[src/design/hac_pkg.sv]
// Package for the auxiliary HDLC channel configuration block.
// Assumes a 50 MHz system clock and an AXI4-Lite register master.
package hac_pkg;

  // Bus widths
  localparam int AW = 12;
  localparam int DW = 32;

  // Register indices; the byte address is four times the index
  localparam logic [9:0] IDX_CH3_MODE = 10'h08f;
  localparam logic [9:0] IDX_PARITY = 10'h09b;
  localparam logic [9:0] IDX_TXQ2_LO = 10'h09c;
  localparam logic [9:0] IDX_TXQ2_HI = 10'h09d;
  localparam logic [9:0] IDX_TXQ3_LO = 10'h09e;
  localparam logic [9:0] IDX_TXQ3_HI = 10'h09f;
  localparam logic [9:0] IDX_ADDR_LO = 10'h0d0;
  localparam logic [9:0] IDX_ADDR_HI = 10'h0d1;
  localparam logic [9:0] IDX_STATUS = 10'h0d2;

  // Mode register fields and reset values
  localparam int MODE_SEL_LSB = 5;
  localparam int MODE_RXON = 3;
  localparam int MODE_INV = 2;
  localparam int MODE_SYS = 1;
  localparam logic [7:0] CH3_MODE_RESET = 8'h00;
  localparam logic [7:0] CH3_MODE_MASK = 8'hee;
  localparam logic [7:0] PARITY_RESET = 8'h00;
  localparam logic [7:0] PARITY_MASK = 8'h3f;
  localparam int PAR_CH2_LSB = 2;
  localparam int PAR_CH3_LSB = 4;
  localparam logic [7:0] ADDR_RESET = 8'h00;

  // Channel-3 mode select codes
  localparam logic [2:0] MDS_ADDR_LO = 3'h2;
  localparam logic [2:0] MDS_ADDR_BOTH = 3'h3;
  localparam logic [2:0] MDS_NONE = 3'h4;
  localparam logic [2:0] MDS_ADDR_HI = 3'h5;
  localparam logic [2:0] MDS_RAW = 3'h7;

  // Even/odd frame selection codes
  localparam logic [1:0] PAR_ALL = 2'h0;
  localparam logic [1:0] PAR_ODD = 2'h1;
  localparam logic [1:0] PAR_EVEN = 2'h2;

  // Data path constants
  localparam logic [7:0] HDLC_FLAG = 8'h7e;
  localparam int WORD_W = 16;
  localparam int FIFO_DEPTH = 4;
  localparam logic [3:0] WORD_LAST_BIT = 4'hf;
  localparam logic [2:0] BYTE_LAST_BIT = 3'h7;
  localparam logic [1:0] RESP_OKAY = 2'h0;
  localparam logic [1:0] RESP_SLVERR = 2'h2;

  // Receive framing states
  typedef enum logic [3:0] {
    RX_HUNT = 4'h1,
    RX_ADR1 = 4'h2,
    RX_ADR2 = 4'h4,
    RX_DATA = 4'h8
  } hac_rx_e;

  // AXI4-Lite master to slave
  typedef struct packed {
    logic awvalid;
    logic [AW-1:0] awaddr;
    logic wvalid;
    logic [DW-1:0] wdata;
    logic [3:0] wstrb;
    logic bready;
    logic arvalid;
    logic [AW-1:0] araddr;
    logic rready;
  } hac_axil_req_s;

  // AXI4-Lite slave to master
  typedef struct packed {
    logic awready;
    logic wready;
    logic bvalid;
    logic [1:0] bresp;
    logic arready;
    logic rvalid;
    logic [DW-1:0] rdata;
    logic [1:0] rresp;
  } hac_axil_rsp_s;

endpackage

[src/design/hac_top.sv]
// Auxiliary HDLC channels 2 and 3: registers, transmit queues, bit paths.
// Assumes framer timing strobes on i_sys_clk and an AXI4-Lite master.
//
// Operation
// - Mode 101 filters frames on one address byte from the high register
// - Mode 111 runs channel 3 without any HDLC framing
// - Mode 100 accepts every received frame without address compare
// - Channel-3 receiver runs only while its receiver-on bit is 1
// - Invert bit set inverts every channel-3 generated data bit
// - Attach bit 0 connects channel 3 to the line side
// - Attach bit 1 receives from system input, sends on system output
// - Channel-3 queue word: low byte at 9E, high byte at 9F
// - Channel 2 has a write-only 16-bit transmit queue port
// - Frames 1, 3, ... are odd and frames 2, 4, ... are even
// - Every multiframe starts odd and ends even
// - One even/odd selection serves receive and transmit alike
// - Even/odd select register is zero after reset: all frames used
// - Per channel: 00 all, 01 odd, 10 even, 11 undefined
`timescale 1ns/10ps
`default_nettype none

////////////////////////////////////////////////////////////////////////////
// Transmit word FIFO
module hac_fifo #(
  parameter int WIDTH = 16,
  parameter int DEPTH = 4
) (
  input wire logic i_sys_clk,
  input wire logic i_reset_n,
  input wire logic i_in_valid,
  output logic o_in_ready,
  input wire logic [WIDTH-1:0] i_in_data,
  output logic o_out_valid,
  input wire logic i_out_ready,
  output logic [WIDTH-1:0] o_out_data,
  output logic [$clog2(DEPTH):0] o_count
);
  import hac_pkg::*;
  localparam int PW = $clog2(DEPTH);
  typedef struct packed {
    logic [DEPTH-1:0][WIDTH-1:0] mem;
    logic [PW-1:0] wr;
    logic [PW-1:0] rd;
    logic [PW:0] cnt;
  } hac_fifo_s;
  hac_fifo_s q;
  hac_fifo_s d;
  logic push;
  logic pop;

  // Handshakes from the fill level
  assign o_in_ready = (q.cnt != (PW+1)'(DEPTH));
  assign o_out_valid = (q.cnt != '0);
  assign o_out_data = q.mem[q.rd];
  assign o_count = q.cnt;
  assign push = i_in_valid && o_in_ready;
  assign pop = o_out_valid && i_out_ready;

  // Pointers wrap naturally for a power-of-two depth
  always_comb begin
    d = q;
    if (push) begin
      d.mem[q.wr] = i_in_data;
      d.wr = q.wr + 1'b1;
    end
    if (pop) begin
      d.rd = q.rd + 1'b1;
    end
    d.cnt = q.cnt + (PW+1)'(push) - (PW+1)'(pop);
  end

  // State register
  always_ff @(posedge i_sys_clk or negedge i_reset_n) begin
    if (!i_reset_n) begin
      q <= '0;
    end else begin
      q <= d;
    end
  end
endmodule

////////////////////////////////////////////////////////////////////////////
// Register file and channel bit paths
module hac_top (
  input wire logic i_sys_clk,
  input wire logic i_reset_n,
  input wire hac_pkg::hac_axil_req_s i_axil,
  output hac_pkg::hac_axil_rsp_s o_axil,
  input wire logic i_bit_tick,
  input wire logic i_frame_start,
  input wire logic i_mframe_start,
  input wire logic i_line_rx_bit,
  input wire logic i_system_tx_data_in,
  output logic o_ch3_line_tx_bit,
  output logic o_system_rx_data_out,
  output logic o_ch2_tx_bit,
  output logic [7:0] o_rx_byte,
  output logic o_rx_byte_valid
);
  import hac_pkg::*;

  typedef struct packed {
    logic aw_full;
    logic [9:0] aw_idx;
    logic w_full;
    logic [7:0] w_data;
    logic w_strb0;
    logic bvalid;
    logic [1:0] bresp;
    logic rvalid;
    logic [DW-1:0] rdata;
    logic [1:0] rresp;
    logic [7:0] mode;
    logic [7:0] parity;
    logic [7:0] adr_lo;
    logic [7:0] adr_hi;
    logic [1:0][7:0] txq_lo;
    logic [2:0] sa;
    logic [2:0] sb;
    logic fa;
    logic fb;
    logic frame_odd;
    hac_rx_e rx_state;
    logic [7:0] rx_sh;
    logic [2:0] rx_cnt;
    logic [7:0] rx_byte;
    logic rx_valid;
    logic [1:0][WORD_W-1:0] tx_sh;
    logic [1:0][3:0] tx_left;
    logic [1:0] tx_bit;
    logic line_out;
    logic sys_out;
    logic ch2_out;
  } hac_top_s;

  hac_top_s q;
  hac_top_s d;
  logic [1:0] push_v;
  logic [1:0] push_rdy;
  logic [1:0] pop;
  logic [1:0] fifo_v;
  logic [1:0][WORD_W-1:0] fifo_data;
  logic [1:0][2:0] fifo_cnt;
  logic [1:0] tx_step;
  logic pend;
  logic commit;
  logic rx_on;
  logic rx_step;
  logic rx_src;
  logic [2:0] mds;
  logic [7:0] nsh;
  logic byte_done;
  logic flag_seen;
  logic ch3_bit;

  ////////////////////////////////////////////////////////////////////////
  // Helpers

  // Frame gate for one even/odd field; code 11 uses no frame
  function automatic logic frame_ok(input logic [1:0] sel,
                                    input logic odd);
    case (sel)
      PAR_ALL: frame_ok = 1'b1;
      PAR_ODD: frame_ok = odd;
      PAR_EVEN: frame_ok = !odd;
      default: frame_ok = 1'b0;
    endcase
  endfunction

  // Known register index
  function automatic logic mapped(input logic [9:0] idx);
    case (idx)
      IDX_CH3_MODE, IDX_PARITY, IDX_TXQ2_LO, IDX_TXQ2_HI, IDX_TXQ3_LO,
      IDX_TXQ3_HI, IDX_ADDR_LO, IDX_ADDR_HI, IDX_STATUS: mapped = 1'b1;
      default: mapped = 1'b0;
    endcase
  endfunction

  ////////////////////////////////////////////////////////////////////////
  // Queues for channel 2 (index 0) and channel 3 (index 1)
  for (genvar c = 0; c < 2; c++) begin : g_q
    hac_fifo #(
      .WIDTH(WORD_W),
      .DEPTH(FIFO_DEPTH)
    ) u_fifo (
      .i_sys_clk(i_sys_clk),
      .i_reset_n(i_reset_n),
      .i_in_valid(push_v[c]),
      .o_in_ready(push_rdy[c]),
      .i_in_data({q.w_data, q.txq_lo[c]}),
      .o_out_valid(fifo_v[c]),
      .i_out_ready(pop[c]),
      .o_out_data(fifo_data[c]),
      .o_count(fifo_cnt[c])
    );
  end

  // Mode decode and step strobes, one gate for both directions
  assign mds = q.mode[MODE_SEL_LSB+:3];
  assign rx_on = q.mode[MODE_RXON];
  assign tx_step[0] = i_bit_tick
    && frame_ok(q.parity[PAR_CH2_LSB+:2], q.frame_odd);
  assign tx_step[1] = i_bit_tick
    && frame_ok(q.parity[PAR_CH3_LSB+:2], q.frame_odd);
  assign rx_step = tx_step[1] && rx_on;
  assign rx_src = q.mode[MODE_SYS] ? q.fb : q.fa;
  assign nsh = {rx_src, q.rx_sh[7:1]};
  assign byte_done = (q.rx_cnt == BYTE_LAST_BIT);
  assign flag_seen = (nsh == HDLC_FLAG);
  assign ch3_bit = q.tx_bit[1] ^ q.mode[MODE_INV];

  // Write waits for a full queue, which back-pressures the master
  assign pend = q.aw_full && q.w_full && !q.bvalid;
  assign push_v[0] = pend && q.w_strb0 && (q.aw_idx == IDX_TXQ2_HI);
  assign push_v[1] = pend && q.w_strb0 && (q.aw_idx == IDX_TXQ3_HI);
  assign commit = pend && (!push_v[0] || push_rdy[0])
    && (!push_v[1] || push_rdy[1]);
  assign pop[0] = tx_step[0] && (q.tx_left[0] == '0) && fifo_v[0];
  assign pop[1] = tx_step[1] && (q.tx_left[1] == '0) && fifo_v[1];

  // Bus answers
  assign o_axil.awready = !q.aw_full;
  assign o_axil.wready = !q.w_full;
  assign o_axil.bvalid = q.bvalid;
  assign o_axil.bresp = q.bresp;
  assign o_axil.arready = !q.rvalid;
  assign o_axil.rvalid = q.rvalid;
  assign o_axil.rdata = q.rdata;
  assign o_axil.rresp = q.rresp;

  // Pin outputs
  assign o_ch3_line_tx_bit = q.line_out;
  assign o_system_rx_data_out = q.sys_out;
  assign o_ch2_tx_bit = q.ch2_out;
  assign o_rx_byte = q.rx_byte;
  assign o_rx_byte_valid = q.rx_valid;

  ////////////////////////////////////////////////////////////////////////
  // Next state
  always_comb begin
    d = q;
    d.rx_valid = 1'b0;

    // Write address and data are taken in either order
    if (i_axil.awvalid && !q.aw_full) begin
      d.aw_full = 1'b1;
      d.aw_idx = i_axil.awaddr[AW-1:2];
    end
    if (i_axil.wvalid && !q.w_full) begin
      d.w_full = 1'b1;
      d.w_data = i_axil.wdata[7:0];
      d.w_strb0 = i_axil.wstrb[0];
    end
    if (q.bvalid && i_axil.bready) begin
      d.bvalid = 1'b0;
    end

    // Register write; a high queue byte pushes the word
    if (commit) begin
      d.aw_full = 1'b0;
      d.w_full = 1'b0;
      d.bvalid = 1'b1;
      d.bresp = mapped(q.aw_idx) ? RESP_OKAY : RESP_SLVERR;
      if (q.w_strb0) begin
        case (q.aw_idx)
          IDX_CH3_MODE: d.mode = q.w_data & CH3_MODE_MASK;
          IDX_PARITY: d.parity = q.w_data & PARITY_MASK;
          IDX_ADDR_LO: d.adr_lo = q.w_data;
          IDX_ADDR_HI: d.adr_hi = q.w_data;
          IDX_TXQ2_LO: d.txq_lo[0] = q.w_data;
          IDX_TXQ3_LO: d.txq_lo[1] = q.w_data;
          default: d.mode = q.mode;
        endcase
      end
    end

    // Register read; queue ports are write-only and read zero
    if (q.rvalid && i_axil.rready) begin
      d.rvalid = 1'b0;
    end
    if (i_axil.arvalid && !q.rvalid) begin
      d.rvalid = 1'b1;
      d.rdata = '0;
      d.rresp = mapped(i_axil.araddr[AW-1:2]) ? RESP_OKAY : RESP_SLVERR;
      case (i_axil.araddr[AW-1:2])
        IDX_CH3_MODE: d.rdata[7:0] = q.mode;
        IDX_PARITY: d.rdata[7:0] = q.parity;
        IDX_ADDR_LO: d.rdata[7:0] = q.adr_lo;
        IDX_ADDR_HI: d.rdata[7:0] = q.adr_hi;
        IDX_STATUS: d.rdata[7:0] = {(q.rx_state != RX_HUNT), q.frame_odd,
                                    fifo_cnt[1], fifo_cnt[0]};
        default: d.rdata = '0;
      endcase
    end

    // Pin synchronisers; a change counts once stages two and three agree
    d.sa = {q.sa[1:0], i_line_rx_bit};
    d.sb = {q.sb[1:0], i_system_tx_data_in};
    if (q.sa[1] == q.sa[2]) begin
      d.fa = q.sa[2];
    end
    if (q.sb[1] == q.sb[2]) begin
      d.fb = q.sb[2];
    end

    // Frame parity; multiframe opens odd, frames alternate
    if (i_mframe_start) begin
      d.frame_odd = 1'b1;
    end else if (i_frame_start) begin
      d.frame_odd = !q.frame_odd;
    end

    // Channel-3 receiver
    if (!rx_on) begin
      d.rx_state = RX_HUNT;
      d.rx_cnt = '0;
    end else if (rx_step) begin
      d.rx_sh = nsh;
      d.rx_cnt = q.rx_cnt + 3'h1;
      if (mds == MDS_RAW) begin
        d.rx_state = RX_DATA;
        if (byte_done) begin
          d.rx_byte = nsh;
          d.rx_valid = 1'b1;
        end
      end else if (flag_seen) begin
        d.rx_state = RX_ADR1;
        d.rx_cnt = '0;
      end else if (byte_done) begin
        case (q.rx_state)
          RX_ADR1: begin
            case (mds)
              MDS_NONE: begin
                d.rx_state = RX_DATA;
                d.rx_byte = nsh;
                d.rx_valid = 1'b1;
              end
              MDS_ADDR_LO: begin
                d.rx_state = (nsh == q.adr_lo) ? RX_DATA : RX_HUNT;
              end
              MDS_ADDR_BOTH: begin
                d.rx_state = (nsh == q.adr_hi) ? RX_ADR2 : RX_HUNT;
              end
              MDS_ADDR_HI: begin
                d.rx_state = (nsh == q.adr_hi) ? RX_DATA : RX_HUNT;
              end
              default: d.rx_state = RX_HUNT;
            endcase
          end
          RX_ADR2: begin
            d.rx_state = (nsh == q.adr_lo) ? RX_DATA : RX_HUNT;
          end
          RX_DATA: begin
            d.rx_byte = nsh;
            d.rx_valid = 1'b1;
          end
          RX_HUNT: d.rx_state = RX_HUNT;
          default: d.rx_state = RX_HUNT;
        endcase
      end
    end

    // Serialisers, LSB first, mark idle when the queue is empty
    for (int c = 0; c < 2; c++) begin
      if (tx_step[c]) begin
        if (q.tx_left[c] != '0) begin
          d.tx_bit[c] = q.tx_sh[c][0];
          d.tx_sh[c] = {1'b0, q.tx_sh[c][WORD_W-1:1]};
          d.tx_left[c] = q.tx_left[c] - 4'h1;
        end else if (fifo_v[c]) begin
          d.tx_bit[c] = fifo_data[c][0];
          d.tx_sh[c] = {1'b0, fifo_data[c][WORD_W-1:1]};
          d.tx_left[c] = WORD_LAST_BIT;
        end else begin
          d.tx_bit[c] = 1'b1;
        end
      end
    end

    // Output routing of channel 3
    d.line_out = q.mode[MODE_SYS] ? 1'b1 : ch3_bit;
    d.sys_out = q.mode[MODE_SYS] ? ch3_bit : 1'b1;
    d.ch2_out = q.tx_bit[0];
  end

  // State register
  always_ff @(posedge i_sys_clk or negedge i_reset_n) begin
    if (!i_reset_n) begin
      q <= '0;
      q.mode <= CH3_MODE_RESET;
      q.parity <= PARITY_RESET;
      q.adr_lo <= ADDR_RESET;
      q.adr_hi <= ADDR_RESET;
      q.frame_odd <= 1'b1;
      q.rx_state <= RX_HUNT;
      q.tx_bit <= '1;
      q.line_out <= 1'b1;
      q.sys_out <= 1'b1;
      q.ch2_out <= 1'b1;
    end else begin
      q <= d;
    end
  end
endmodule

`default_nettype wire

[config.mk]
export PLATFORM = sky130hd
export DESIGN_NAME = hac_top
export DESIGN_NICKNAME = d
export VERILOG_FILES = /design/src/design/hac_pkg.sv /design/src/design/hac_top.sv
export SDC_FILE = /design/constraint.sdc
export NUM_CORES = 1
export LEC_CHECK = 0
export BUFFER_PORTS_ARGS = -buffer_cell sky130_fd_sc_hd__buf_2
export CORE_MARGIN = 3
export CORE_UTILIZATION = 55
export CTS_CLUSTER_SIZE = 16
export DETAILED_ROUTE_END_ITERATION = 8
export HOLD_SLACK_MARGIN = 0.12
export PLACE_DENSITY_LB_ADDON = 0.2
export SLEW_MARGIN = 20
export SYNTH_ARGS = -nofsm -noshare
export SYNTH_HDL_FRONTEND = slang
export SYNTH_SLANG_ARGS = --single-unit
[constraint.sdc]
create_clock -name i_sys_clk -period 6.34 [get_ports i_sys_clk]
set_input_delay 1.268 -clock i_sys_clk [delete_from_list [all_inputs] [get_ports i_sys_clk]]
set_output_delay 1.268 -clock i_sys_clk [all_outputs]
set_load 0.05 [all_outputs]
* Word-level counts from Yosys, hierarchy flattened *
Index checks and enable logic that the tools add are counted.

storage, ports and cells
  register bits after elaboration = 299
  logic and storage cells = 240

cells by class
  $add $sub $neg = 11
  magnitude comparators = 6
  equal/unequal tests = 45
  mux-type cells = 64
  bitwise logic cells = 1
  reductions and logical operators = 64

operators by type and width
  cell                                                                    count
  10-bit by 8-bit equality test with 1-bit output, second input constant  18
  64-bit bitwise mux                                                      2
  16-bit two-way mux                                                      8
  16-bit binary-select mux with 2-bit select                              2
  16-bit demux with 2-bit select                                          2
  9-bit two-way mux                                                       5
  4-bit two-way mux                                                       10
  8-bit case mux with 5 select lines                                      1
  35-bit two-way mux                                                      1
  1-bit logical AND                                                       25
  24-bit two-way mux                                                      1
  3-bit AND reduction                                                     7
  1-bit two-way mux                                                       18
  9-bit case mux with 2 select lines                                      1
  9-bit OR reduction                                                      2
  8-bit equality test                                                     2
  4-bit case mux with 4 select lines                                      1
  2-bit nonzero test                                                      8
  3-bit two-way mux                                                       5
  3-bit equality test, second input constant                              4
  2-bit by 3-bit < comparator with 1-bit output, second input constant    4
  4-bit case mux with 3 select lines                                      1
  11-bit two-way mux                                                      1
  10-bit two-way mux                                                      1
  30 further kinds                                                        61

* Logic depth before layout (Yosys ltp) *
Gate-level depths: netlist (run 1).

  depth after elaboration = 11
  depth in mapped cells = 12
  mapped depth without buffers = 12

* Hierarchy *
A second synthesis (run 1) with hierarchy kept.

second synthesis, totals
  cell total of the unflattened synthesis = 1249
  area, all modules = 15527.4 um^2

modules (own cells, without submodules)
  module                     instances  cells an instance  area each (um^2)  sequential area each (um^2)
  hac_top                    1          619                7282.0            3812.4
  hac_fifo at g_q[0].u_fifo  1          436                4842.1            1776.7
  hac_fifo at g_q[1].u_fifo  1          194                3403.3            1776.7

* Worst setup path before layout (run 1) *
No wires, ideal clock.

  path type = input to register
  start = input i_bit_tick
  end = register g_q[0].u_fifo.q, in the netlist g_q[0].u_fifo.o_count[2]
  arrival time = 2.888 ns
  data required time = 6.213 ns
  setup slack = 3.325 ns
  stages on the path = 9
  buffers on the path = 0
  cell sequence = nand2_1 -> nor3_1 -> ha_1 -> inv_1 -> ha_1 -> inv_1 -> fa_1 -> xnor2_1 -> xnor2_1

RTL lines
  element                 line           source
  start: declaration      hac_top.sv:89  input wire logic i_bit_tick,
  end signal: assignment  hac_top.sv:75  q <= '0;
  end signal: assignment  hac_top.sv:77  q <= d;
  end: declaration        hac_top.sv:46  hac_fifo_s q;

==> results of run 1 <==
==> how the worst max path moves through the flow <==
stage / from / end / slack (ps)
2_1_floorplan: i_bit_tick / g_q[0].u_fifo.o_count[2]$_DFF_PN0_ / 3320
3_3_place_gp: i_bit_tick / g_q[1].u_fifo.o_count[2]$_DFF_PN0_ / 2680
3_5_place_dp: i_bit_tick / g_q[1].u_fifo.o_count[2]$_DFF_PN0_ / 2630
4_1_cts: q[5]$_DFFE_PN0P_ / g_q[0].u_fifo.o_count[2]$_DFF_PN0_ / 3010
5_1_grt: q[5]$_DFFE_PN0P_ / g_q[0].u_fifo.o_count[2]$_DFF_PN0_ / 2780
6_report: q[5]$_DFFE_PN0P_ / g_q[0].u_fifo.o_count[2]$_DFF_PN0_ / 2960
==> metrics by stage <==
stage          instance area, µm²  hold slack, ps  std cells  setup WS (ps)
2_1_floorplan               13920           331.2       1067           3325
3_3_place_gp                14120           332.5       1368           2679
3_5_place_dp                14120           334.7       1368           2632
4_1_cts                     15140           348.2       1424           3013
5_1_grt                     15140           356.5       1424           2781
6_report                    15140           347.1       1424           2959
==> area by class of cell <==
type	instances	share of cell area [%]
clock inverter	10	0.4960
clock buffer	46	6.225
sequential	294	48.66
timing repair buffer	75	2.678
inverter	30	0.7440
multi-input combinational	645	38.51
tap	324	2.678
==> power by group <==
| part | internal (mW) | switching [mW] | total (mW) |
|---|---|---|---|
| clock network | 1.06 | 0.715 | 1.77 |
| logic | 0.376 | 0.488 | 0.863 |
| registers | 2.08 | 0.379 | 2.46 |
==> cells by family (layout without fill, tap and decap cells) <==
group                      count (synthesis)  count (layout)  share of synthesized area [%]
muxes                                    264             264                          24.97
adders and majority gates                 21              21                          1.954
buffers and inverters                    128             161                          5.328
xor gates and xnor gates                  33              33                          2.090
other                                      1              26                        0.02711
DFF                                      294             294                          53.26
and+or+nand+nor                          215             215                          8.305
AOI/OAI and AO/OA                         86              86                          4.071
==> placed cells by master, fill, tap and decap left out, types with 5 or more instances in the layout <==
master     netlist  final
nor3b_1          6      5
dfstp_2          7      7
conb_1           1     26
buf_4           47      8
mux2i_1         24     24
nand2_1         79     79
buf_2           10     66
mux2_4          40     40
o21ai_0         26     26
nand2b_1         9      9
a21oi_1          6      6
nand2_4          8      8
mux2_1          10     10
a31oi_1         20     20
o31ai_1          5      5
clkinv_2         0      9
nand3_1          8      8
mux2_2         158    158
nor4_1          13     13
ha_1            16     16
mux4_2          32     32
clkbuf_8         0     11
clkbuf_16        0     31
nor2b_1          8      7
nand4_1          5      5
nor3_1          11     11
xnor2_1         30     30
inv_1           30     30
nor2_1          39     39
dfrtp_1        287    287
==> Yosys cell counts (3+ instances only) <==
| cell type | instances | area (µm²) |
|---|---|---|
| dfstp_2 | 7 | 183.9 |
| and3_1 | 4 | 25.02 |
| nand2_1 | 79 | 296.5 |
| inv_1 | 30 | 112.6 |
| o211ai_1 | 3 | 22.52 |
| nand3b_1 | 3 | 22.52 |
| mux2_2 | 158 | 1779 |
| nor4_1 | 13 | 81.33 |
| xnor2_1 | 30 | 262.8 |
| dfrtp_1 | 287 | 7182 |
| nor2b_1 | 8 | 50.05 |
| nand4_1 | 5 | 31.28 |
| a221oi_1 | 4 | 35.03 |
| a22o_1 | 4 | 35.03 |
| nor4_2 | 3 | 37.54 |
| a31oi_1 | 20 | 125.1 |
| nor3_1 | 11 | 55.05 |
| o21ai_0 | 26 | 130.1 |
| mux2_1 | 10 | 112.6 |
| o21ai_1 | 4 | 20.02 |
| nor3b_1 | 6 | 45.04 |
| mux4_2 | 32 | 720.7 |
| maj3_1 | 3 | 30.03 |
| nand2_4 | 8 | 90.09 |
| or3_1 | 4 | 25.02 |
| a21oi_1 | 6 | 30.03 |
| nand3_1 | 8 | 40.04 |
| xor2_1 | 3 | 26.28 |
| nand2b_1 | 9 | 56.30 |
| o31ai_1 | 5 | 37.54 |
| buf_1 | 4 | 15.01 |
| nor2_1 | 39 | 146.4 |
| buf_6 | 9 | 101.4 |
| buf_2 | 10 | 50.05 |
| buf_4 | 47 | 352.8 |
| mux2i_1 | 24 | 240.2 |
| ha_1 | 16 | 200.2 |
| clkbuf_1 | 28 | 105.1 |
| and2_1 | 3 | 18.77 |
| mux2_4 | 40 | 600.6 |
==> registers in the layout, summed over array words and instances (netlist names) <==
register              cells
g_q.u_fifo.o_count        6
o_ch2_tx_bit              1
nsh                       7
mds                       3
o_rx_byte                 8
g_q.u_fifo.q            136
q                       113
o_rx_byte_valid           1
o_system_rx_data_out      1
d                         5
o_axil                   12
o_ch3_line_tx_bit         1
==> layer usage <==
layer | global-route usage [%] | share of wire, % | wire length [µm] | up-vias
met4 | 4.689 | 2.1 | 596 | 0
li1 | - | - | - | 3699
met3 | 3.236 | 4.5 | 1254 | 51
met1 | 31.19 | 48 | 13320 | 4080
met5 | 0 | 0 | 0 | -
met2 | 33.48 | 45 | 12620 | 163
==> results_dict.tcl, run 1 <==
set metrics [dict create \
    grt_pass1_wl_um 45120 \
    slew_headroom_pct 35.12 \
    tightest_slew_ps 973.2 \
    ys_seq_elements 294 \
    wirelength_um 27790 \
    outcome "finished clean" \
    whs_path_depth 0 \
    antenna_found_initial 0 \
    initial_core_util_pct 56.37 \
    die_width_um 164.6 \
    layout.nets 1166 \
    fin_total_pwr_mw 5.099 \
    cp.arrival_ps 3810 \
    routed_via_density 5.613 \
    drive_above_1_share_pct 34.64 \
    wire_per_inst_um 19.52 \
    netlist_instances 1042 \
    io_buffers 67 \
    avgSynthCellArea_um2 13.27 \
    yosys_warnings 0 \
    fin_skew_ps 16.78 \
    gr-total-overflow 0 \
    crit_required_ps 6770 \
    grt_usage_pct 21.13 \
    ys_seq_area_share_pct 53.26 \
    reg2reg_depth 11 \
    cp_num_buf_inv 3 \
    core-area_um2 24530 \
    synthToLayoutAreaGrowth_pct 9.436 \
    whs_endpoint "d[74]$_DFF_PN0_" \
    clock-sinks 294 \
    synth-async-reset-ratio_pct 100.0 \
    multi_input_area_um2 5829 \
    h-tree-depth 1 \
    fmax_ghz 0.2957 \
    clk_pin_slew_ps 60 \
    crit_path_end_kind "register" \
    nFillCells 1899 \
    cts_max_path_buffers 3 \
    crit_cells 11 \
    cts_root_buffer "clkbuf_16" \
    synth_cell_type_count 62 \
    cts-buffers-inserted 30 \
    slowest_stage "nor3_1" \
    tritoncts "built" \
    clk_latency_ps 550 \
    tns_ps 0 \
    r2r-end "g_q[0].u_fifo.o_count[2]$_DFF_PN0_" \
    via_count 7993 \
    reg2reg_slack_ps 2960 \
    path_max_fanout 17 \
    netlist_area_um2 13830 \
    globalplace.congestion 0.8373 \
    worstHoldStart "d[73]$_DFF_PN0_" \
    drtAntennaViolNets 0 \
    io_pins 125 \
    rows 57 \
    first_pass_iters 5 \
    chipHeight_um 164.6 \
    area.sequential_um2 7366 \
    crit_path_start_kind "register" \
    timing.rr.start "q[5]$_DFFE_PN0P_" \
    power_density_nw_per_um2 336.9 \
    drv_slew 0 \
    finalHoldViolCount 0 \
    critPathMaxStageDelay_ps 700 \
    min_period_ps 3381 \
    hold_path_class "reg -> reg" \
    p_leak_nw 7.390 \
    synth_edf_count 0 \
    setup_violations 0 \
    rsz0062_at_grt "no" \
    cts_resized 0 \
    crit_type "reg -> reg" \
    worstPathCellList "inv_1 -> ha_1 -> or3b_2 -> nor3_1 -> ha_1 -> inv_1 -> ha_1 -> inv_1 -> fa_1 -> xnor2_1 -> xnor2_1" \
    fin_util_pct 61.69 \
    grt_pass1_vias 8182 \
    peakVddDrop_mv 0.2721 \
    crit_family "simple AND/OR/NAND/NOR gates" \
    drt_iter0_markers 575 \
    dieArea_um2 27080 \
    grt_max_degree 116 \
    cts_hold_buffers 0 \
    cts_setup_buffers 0 \
    diodes 0 \
    drc_errors 0 \
    min_period_over_period_pct 53.33 \
    max-cap-violations 0 \
    hpwl_um 17960 \
    synth_ff_type "dfrtp_1" \
]
Power figures use the tool's default switching activity.
==> run 2, diff against run 1 <==
Settings changed: ABC_AREA from default to 1.
Clock period 6.34 ns to 3.15 ns, I/O delays scaled along.
==> run 2 against run 1 <==
  * Utilization up 0.59 points
  * Setup slack worse by 2200 ps
  * Clock power up 100%
  * Highest routed layer unchanged
  * Critical path type unchanged
  * Critical endpoint unchanged
  * Design area up 0.96%
==> results_dict.tcl, run 2 <==
set metrics [dict create \
    clk_latency_ps 550 \
    io_pins 125 \
    dieArea_um2 27120 \
    grt_pass1_wl_um 53510 \
    cp.arrival_ps 2870 \
    netlist_area_um2 13850 \
    min_period_over_period_pct 76.97 \
    hold_path_class "in -> reg" \
    synth-async-reset-ratio_pct 100.0 \
    first_pass_iters 5 \
    cts_resized 0 \
    setup_violations 0 \
    drc_errors 0 \
    crit_family "adder cells" \
    layout.nets 1749 \
    cp_common_cell "inv_1" \
    rows 57 \
    drv_slew 0 \
    slew_headroom_pct 32.64 \
    fin_skew_ps 12.53 \
    wire_per_inst_um 16.28 \
    crit_path_end_kind "register" \
    netlist_instances 1615 \
    grt_max_degree 71 \
    ys_seq_area_share_pct 53.19 \
    max-cap-violations 0 \
    cts_setup_buffers 0 \
    synth_cell_type_count 43 \
    cp_num_buf_inv 3 \
    globalplace.congestion 0.9358 \
    core-area_um2 24530 \
    crit_path_start_kind "register" \
    tns_ps 0 \
    outcome "finished clean" \
    synth_area_leaders "dfrtp_1, nand2_1, o21ai_0" \
    worstPathCellList "nor2_1 -> nor2_1 -> inv_1 -> nor3_2 -> ha_1 -> inv_1 -> ha_1 -> inv_1 -> fa_1 -> xor2_1" \
    drtAntennaViolNets 0 \
    peakVddDrop_mv 0.8706 \
    tritoncts "built" \
    fin_cells 2006 \
    io_buffers 67 \
    tightest_slew_ps 1009 \
    ys_seq_elements 294 \
    dp_slack_ps 586.9 \
    min_period_ps 2424 \
    avgSynthCellArea_um2 8.574 \
    critPathMaxStageDelay_ps 580 \
    p_comb_share_pct 28.3 \
    yosys_warnings 0 \
    path_max_fanout 5 \
    synth_commonest_cells "nand2_1, dfrtp_1, o21ai_0" \
    grt_usage_pct 24.56 \
    most-common-layout-cells "nand2_1, dfrtp_1, o21ai_0" \
    die_width_um 164.7 \
    final_common_cell "nand2_1" \
    hold_ws_ps 179.4 \
    seqPwrFrac_pct 41.3 \
    p_clk_share_pct 30.4 \
    regMostFlops "g_q.u_fifo.q" \
    cts_hold_buffers 1 \
    power.share.switching_pct 36.74 \
    rsz0062_at_grt "no" \
    grt_pass1_vias 10350 \
    wirelength_um 32650 \
    via_count 11110 \
    finalHoldViolCount 0 \
    switching_power_mw 4.297 \
    antenna_found_initial 0 \
    slowest_stage "dfstp_2" \
    hpwl_um 21850 \
    clock-sinks 294 \
    h-tree-depth 1 \
    routed_via_density 5.539 \
    cts-buffers-inserted 30 \
    p_leak_nw 7.305 \
    initial_core_util_pct 56.44 \
    power_density_nw_per_um2 765.3 \
    internal_power_mw 7.398 \
    synth_ff_type "dfrtp_1" \
    clk_pin_slew_ps 60 \
    cts_root_buffer "clkbuf_16" \
    gr-total-overflow 0 \
    yosysTopAreaCell "dfrtp_1" \
    chipHeight_um 164.7 \
    fin_total_pwr_mw 11.69 \
    drive_above_1_share_pct 11.90 \
    largest_reg_flops 136 \
    placedCellCount 1950 \
    synthToLayoutAreaGrowth_pct 10.36 \
    layout_setup_ws_ps 725.6 \
    post-synth-top-count-cell "nand2_1" \
    synth_top_area_share_pct 51.87 \
    drt_iter0_markers 954 \
    crit_required_ps 3590 \
    crit_type "reg -> reg" \
    synth_edf_count 0 \
    fmax_ghz 0.4125 \
    cts_max_path_buffers 3 \
]
run 2: power by group through the flow:
stage / clock network (mW) / logic [mW] / registers, mW
after floorplan: 0 / 2.42 / 4.75
after global placement: 0 / 3.22 / 4.86
after detailed placement: 0 / 3.28 / 4.88
after CTS: 3.62 / 3.30 / 4.82
after global routing: 3.76 / 3.72 / 4.89
final: 3.56 / 3.31 / 4.83
run 2: final cells by class:
| class | count | area, µm² |
|---|---|---|
| Fill cell | 2152 | 9253 |
| Sequential cell | 294 | 7366 |
| Multi-Input combinational cell | 1076 | 5291 |
| Clock buffer | 39 | 855.8 |
| Timing Repair Buffer | 100 | 633.1 |
| Inverter | 157 | 589.3 |
| Tap cell | 324 | 405.4 |
| Clock inverter | 15 | 137.6 |
| Antenna cell | 1 | 2.502 |
run 2: worst paths after layout:
check | endpoint | start | cells past startpoint | slack [ps]
min reg2reg | d[77]$_DFF_PN0_ | d[76]$_DFF_PN0_ | 0 | 350
max reg2reg | g_q[0].u_fifo.o_count[2]$_DFF_PN0_ | q[69]$_DFFE_PN1P_ | 10 | 730
min in group asynchronous | g_q[1].u_fifo.q[20]$_DFFE_PN0P_ | i_reset_n | 2 | 560
max in group asynchronous | o_ch2_tx_bit$_DFF_PN1_ | i_reset_n | 3 | 1750
min | d[76]$_DFF_PN0_ | i_line_rx_bit | 1 | 180
max | g_q[0].u_fifo.o_count[2]$_DFF_PN0_ | q[69]$_DFFE_PN1P_ | 10 | 730
run 2: kinds of logic (layout without fill, tap and decap cells):
logic type      after synthesis  count (layout)  share of synthesized area, %
flops                       294             294                         53.19
buf+inv                     270             311                         9.325
xor+xnor                     15              15                        0.9488
compound gates              367             367                         14.20
mux                           5               5                        0.4066
simple gates                643             643                         20.02
other cells                   1              27                       0.02708
fa+ha+maj                    20              20                         1.879
run 2: layer usage:
layer | vias up | part of all wire [%] | global-route usage [%]
met3 | 50 | 6.9 | 3.612
li1 | 5350 | - | -
met5 | - | 0 | 0
met2 | 367 | 46 | 38.19
met1 | 5345 | 46 | 37.15
met4 | 0 | 1.6 | 4.918
run 2: stage by stage:
step | util, % | cell area [µm²]
final | 62.29 | 15280
after global routing | 62.28 | 15280
after CTS | 62.28 | 15280
after detailed placement | 58.19 | 14270
after global placement | 58.19 | 14270
after floorplan | - | 13940
run 2: worst reg2reg max path: cells and delay by family (launching register included):
family        cells  cell delay (ps)
flops             1              580
buf+inv           3              260
simple gates      3              520
xor+xnor          1              170
fa+ha+maj         3              790
==> run 3, diff against run 2 <==
Settings changed: ABC_AREA 1 to 0.
Clock period 3.15 ns to 2.5 ns, I/O delays scaled along.
==> run 3 against run 2 <==
  * Non-clock buffer count increased by 18
  * Setup slack got worse by 700 ps
  * First-iteration DRC count decreased by 46%
  * Register-to-register slack got worse by 700 ps
  * Sequential power increased by 28%
  * Worst hold slack got worse by 1.9 ps
  * Clock power increased by 42%
  * Power increased by 18%
  * Wire length decreased by 13%
  * Via count decreased by 25%
  * Clock skew decreased by 2.2 ps
  * Sequential cell count unchanged
  * Largest power group unchanged
  * Highest routed layer unchanged
==> results_dict.tcl, run 3 (synthesis results as in run 1) <==
set metrics [dict create \
    largest_reg_flops 136 \
    initial_core_util_pct 56.37 \
    drv_slew 0 \
    reg2reg_slack_ps 20 \
    peakVddDrop_mv 0.6335 \
    clk_pin_slew_ps 60 \
    drc_errors 0 \
    dp_slack_ps 9.199 \
    slowest_stage "or3b_4" \
    cp.arrival_ps 2900 \
    cts_root_buffer "clkbuf_16" \
    crit_required_ps 2920 \
    grt_usage_pct 21.58 \
    fin_total_pwr_mw 13.76 \
    cp_common_cell "inv_1" \
    crit_family "adder cells" \
    tritoncts "built" \
    globalplace.congestion 0.8508 \
    setup_violations 0 \
    p_clk_share_pct 36.7 \
    final_common_cell "dfrtp_1" \
    synthToLayoutAreaGrowth_pct 13.60 \
    finalHoldViolCount 0 \
    grt_pass1_vias 8589 \
    min_period_over_period_pct 99.11 \
    placedCellCount 1404 \
    hold_path_class "in -> reg" \
    cts-buffers-inserted 31 \
    hpwl_um 18520 \
    fin_skew_ps 10.34 \
    core-area_um2 24530 \
    drtAntennaViolNets 0 \
    drive_above_1_share_pct 37.94 \
    max-cap-violations 0 \
    fin_cells 1468 \
    io_buffers 67 \
    chipHeight_um 164.6 \
    crit_path_start_kind "register" \
    critPathMaxStageDelay_ps 400 \
    wire_per_inst_um 19.34 \
    slew_headroom_pct 43.30 \
    die_width_um 164.6 \
    tns_ps 0 \
    io_pins 125 \
    seqPwrFrac_pct 44.8 \
    power.share.switching_pct 30.39 \
    rsz0062_at_grt "yes" \
    routed_via_density 5.651 \
    min_period_ps 2478 \
    grt_max_degree 61 \
    wirelength_um 28390 \
    path_max_fanout 3 \
    outcome "finished clean" \
    layout.nets 1210 \
    crit_path_end_kind "register" \
    crit_type "reg -> reg" \
    dieArea_um2 27080 \
    fin_area_um2 15710 \
    regMostFlops "g_q.u_fifo.q" \
    clock-sinks 294 \
    switching_power_mw 4.182 \
    gr-total-overflow 0 \
    tightest_slew_ps 850.4 \
    via_count 8296 \
    grt_pass1_wl_um 46310 \
    antenna_found_initial 0 \
    first_pass_iters 5 \
    drt_iter0_markers 517 \
    clk_latency_ps 540 \
    p_comb_share_pct 18.5 \
    diodes 0 \
    internal_power_mw 9.579 \
    worstPathCellList "inv_1 -> ha_2 -> or3b_4 -> nor3_4 -> ha_1 -> inv_1 -> ha_1 -> inv_1 -> fa_2 -> xnor2_2 -> xnor2_1" \
    cts_max_path_buffers 3 \
    place_area_um2 14460 \
    power_density_nw_per_um2 875.9 \
    rows 57 \
    layout_setup_ws_ps 22.17 \
    fmax_ghz 0.4036 \
    h-tree-depth 1 \
    p_leak_nw 7.680 \
    cp_num_buf_inv 3 \
    most-common-layout-cells "dfrtp_1, mux2_2, nand2_1" \
]
run 3: cell types whose count changed in the layout (fill, tap and decap cells not counted), sizes merged, moves of 45 or more:
cell   change
mux2     +203
nand4     -45
nor2     -120
o21ai    -235
nand2    -278
o22ai     -64
inv      -124
run 3: layout make-up:
| cell class | count | area, µm² |
|---|---|---|
| Inverter | 30 | 112.6 |
| Timing Repair Buffer | 118 | 788.3 |
| Multi-Input combinational cell | 645 | 5897 |
| Tap cell | 324 | 405.4 |
| Clock buffer | 40 | 869.6 |
| Sequential cell | 294 | 7366 |
| Fill cell | 1851 | 8822 |
| Clock inverter | 17 | 272.8 |
run 3: through the flow:
step	hold WS (ps)	util, %
final	177.5	64.04
after global routing	153.4	64.04
after CTS	149.2	63.80
after detailed placement	338.5	58.95
after global placement	334.8	58.95
after floorplan	204.4	-
run 3: power by group through the flow:
stage,Clock [mW],Sequential (mW),Combinational (mW)
4_1_cts,5.14,6.17,2.50
3_5_place_dp,0,6.24,2.47
2_1_floorplan,0,5.75,2.04
6_report,5.05,6.17,2.54
3_3_place_gp,0,6.23,2.42
5_1_grt,5.36,6.26,2.80
run 3: worst paths after layout:
check                                       from                            endpoint  cells after the start
max in group asynchronous              i_reset_n                  nsh[1]$_DFFE_PN0P_                      3
worst max register to register  q[6]$_DFFE_PN0P_  g_q[0].u_fifo.o_count[2]$_DFF_PN0_                     11
worst min-delay path              i_mframe_start                   q[69]$_DFFE_PN1P_                      2
worst max-delay path            q[6]$_DFFE_PN0P_  g_q[0].u_fifo.o_count[2]$_DFF_PN0_                     11
worst min register to register   d[73]$_DFF_PN0_                     d[74]$_DFF_PN0_                      0
min in group asynchronous              i_reset_n     g_q[0].u_fifo.q[16]$_DFFE_PN0P_                      2
run 3: layer usage:
layer / GRT usage, % / routed length, µm
met2: 34.60 / 13030
met3: 3.336 / 1422
met1: 31.49 / 13410
met5: 0 / 0
met4: 4.842 / 515
run 3: what timing repair did:
action	4_1_cts	5_1_grt
hold endpoints to repair	54	0
hold buffers	4	0
buffers inserted	0	3
endpoints found under the setup margin	2	16
resized for setup	2	9
gates cloned	0	0
pin swaps	1	4
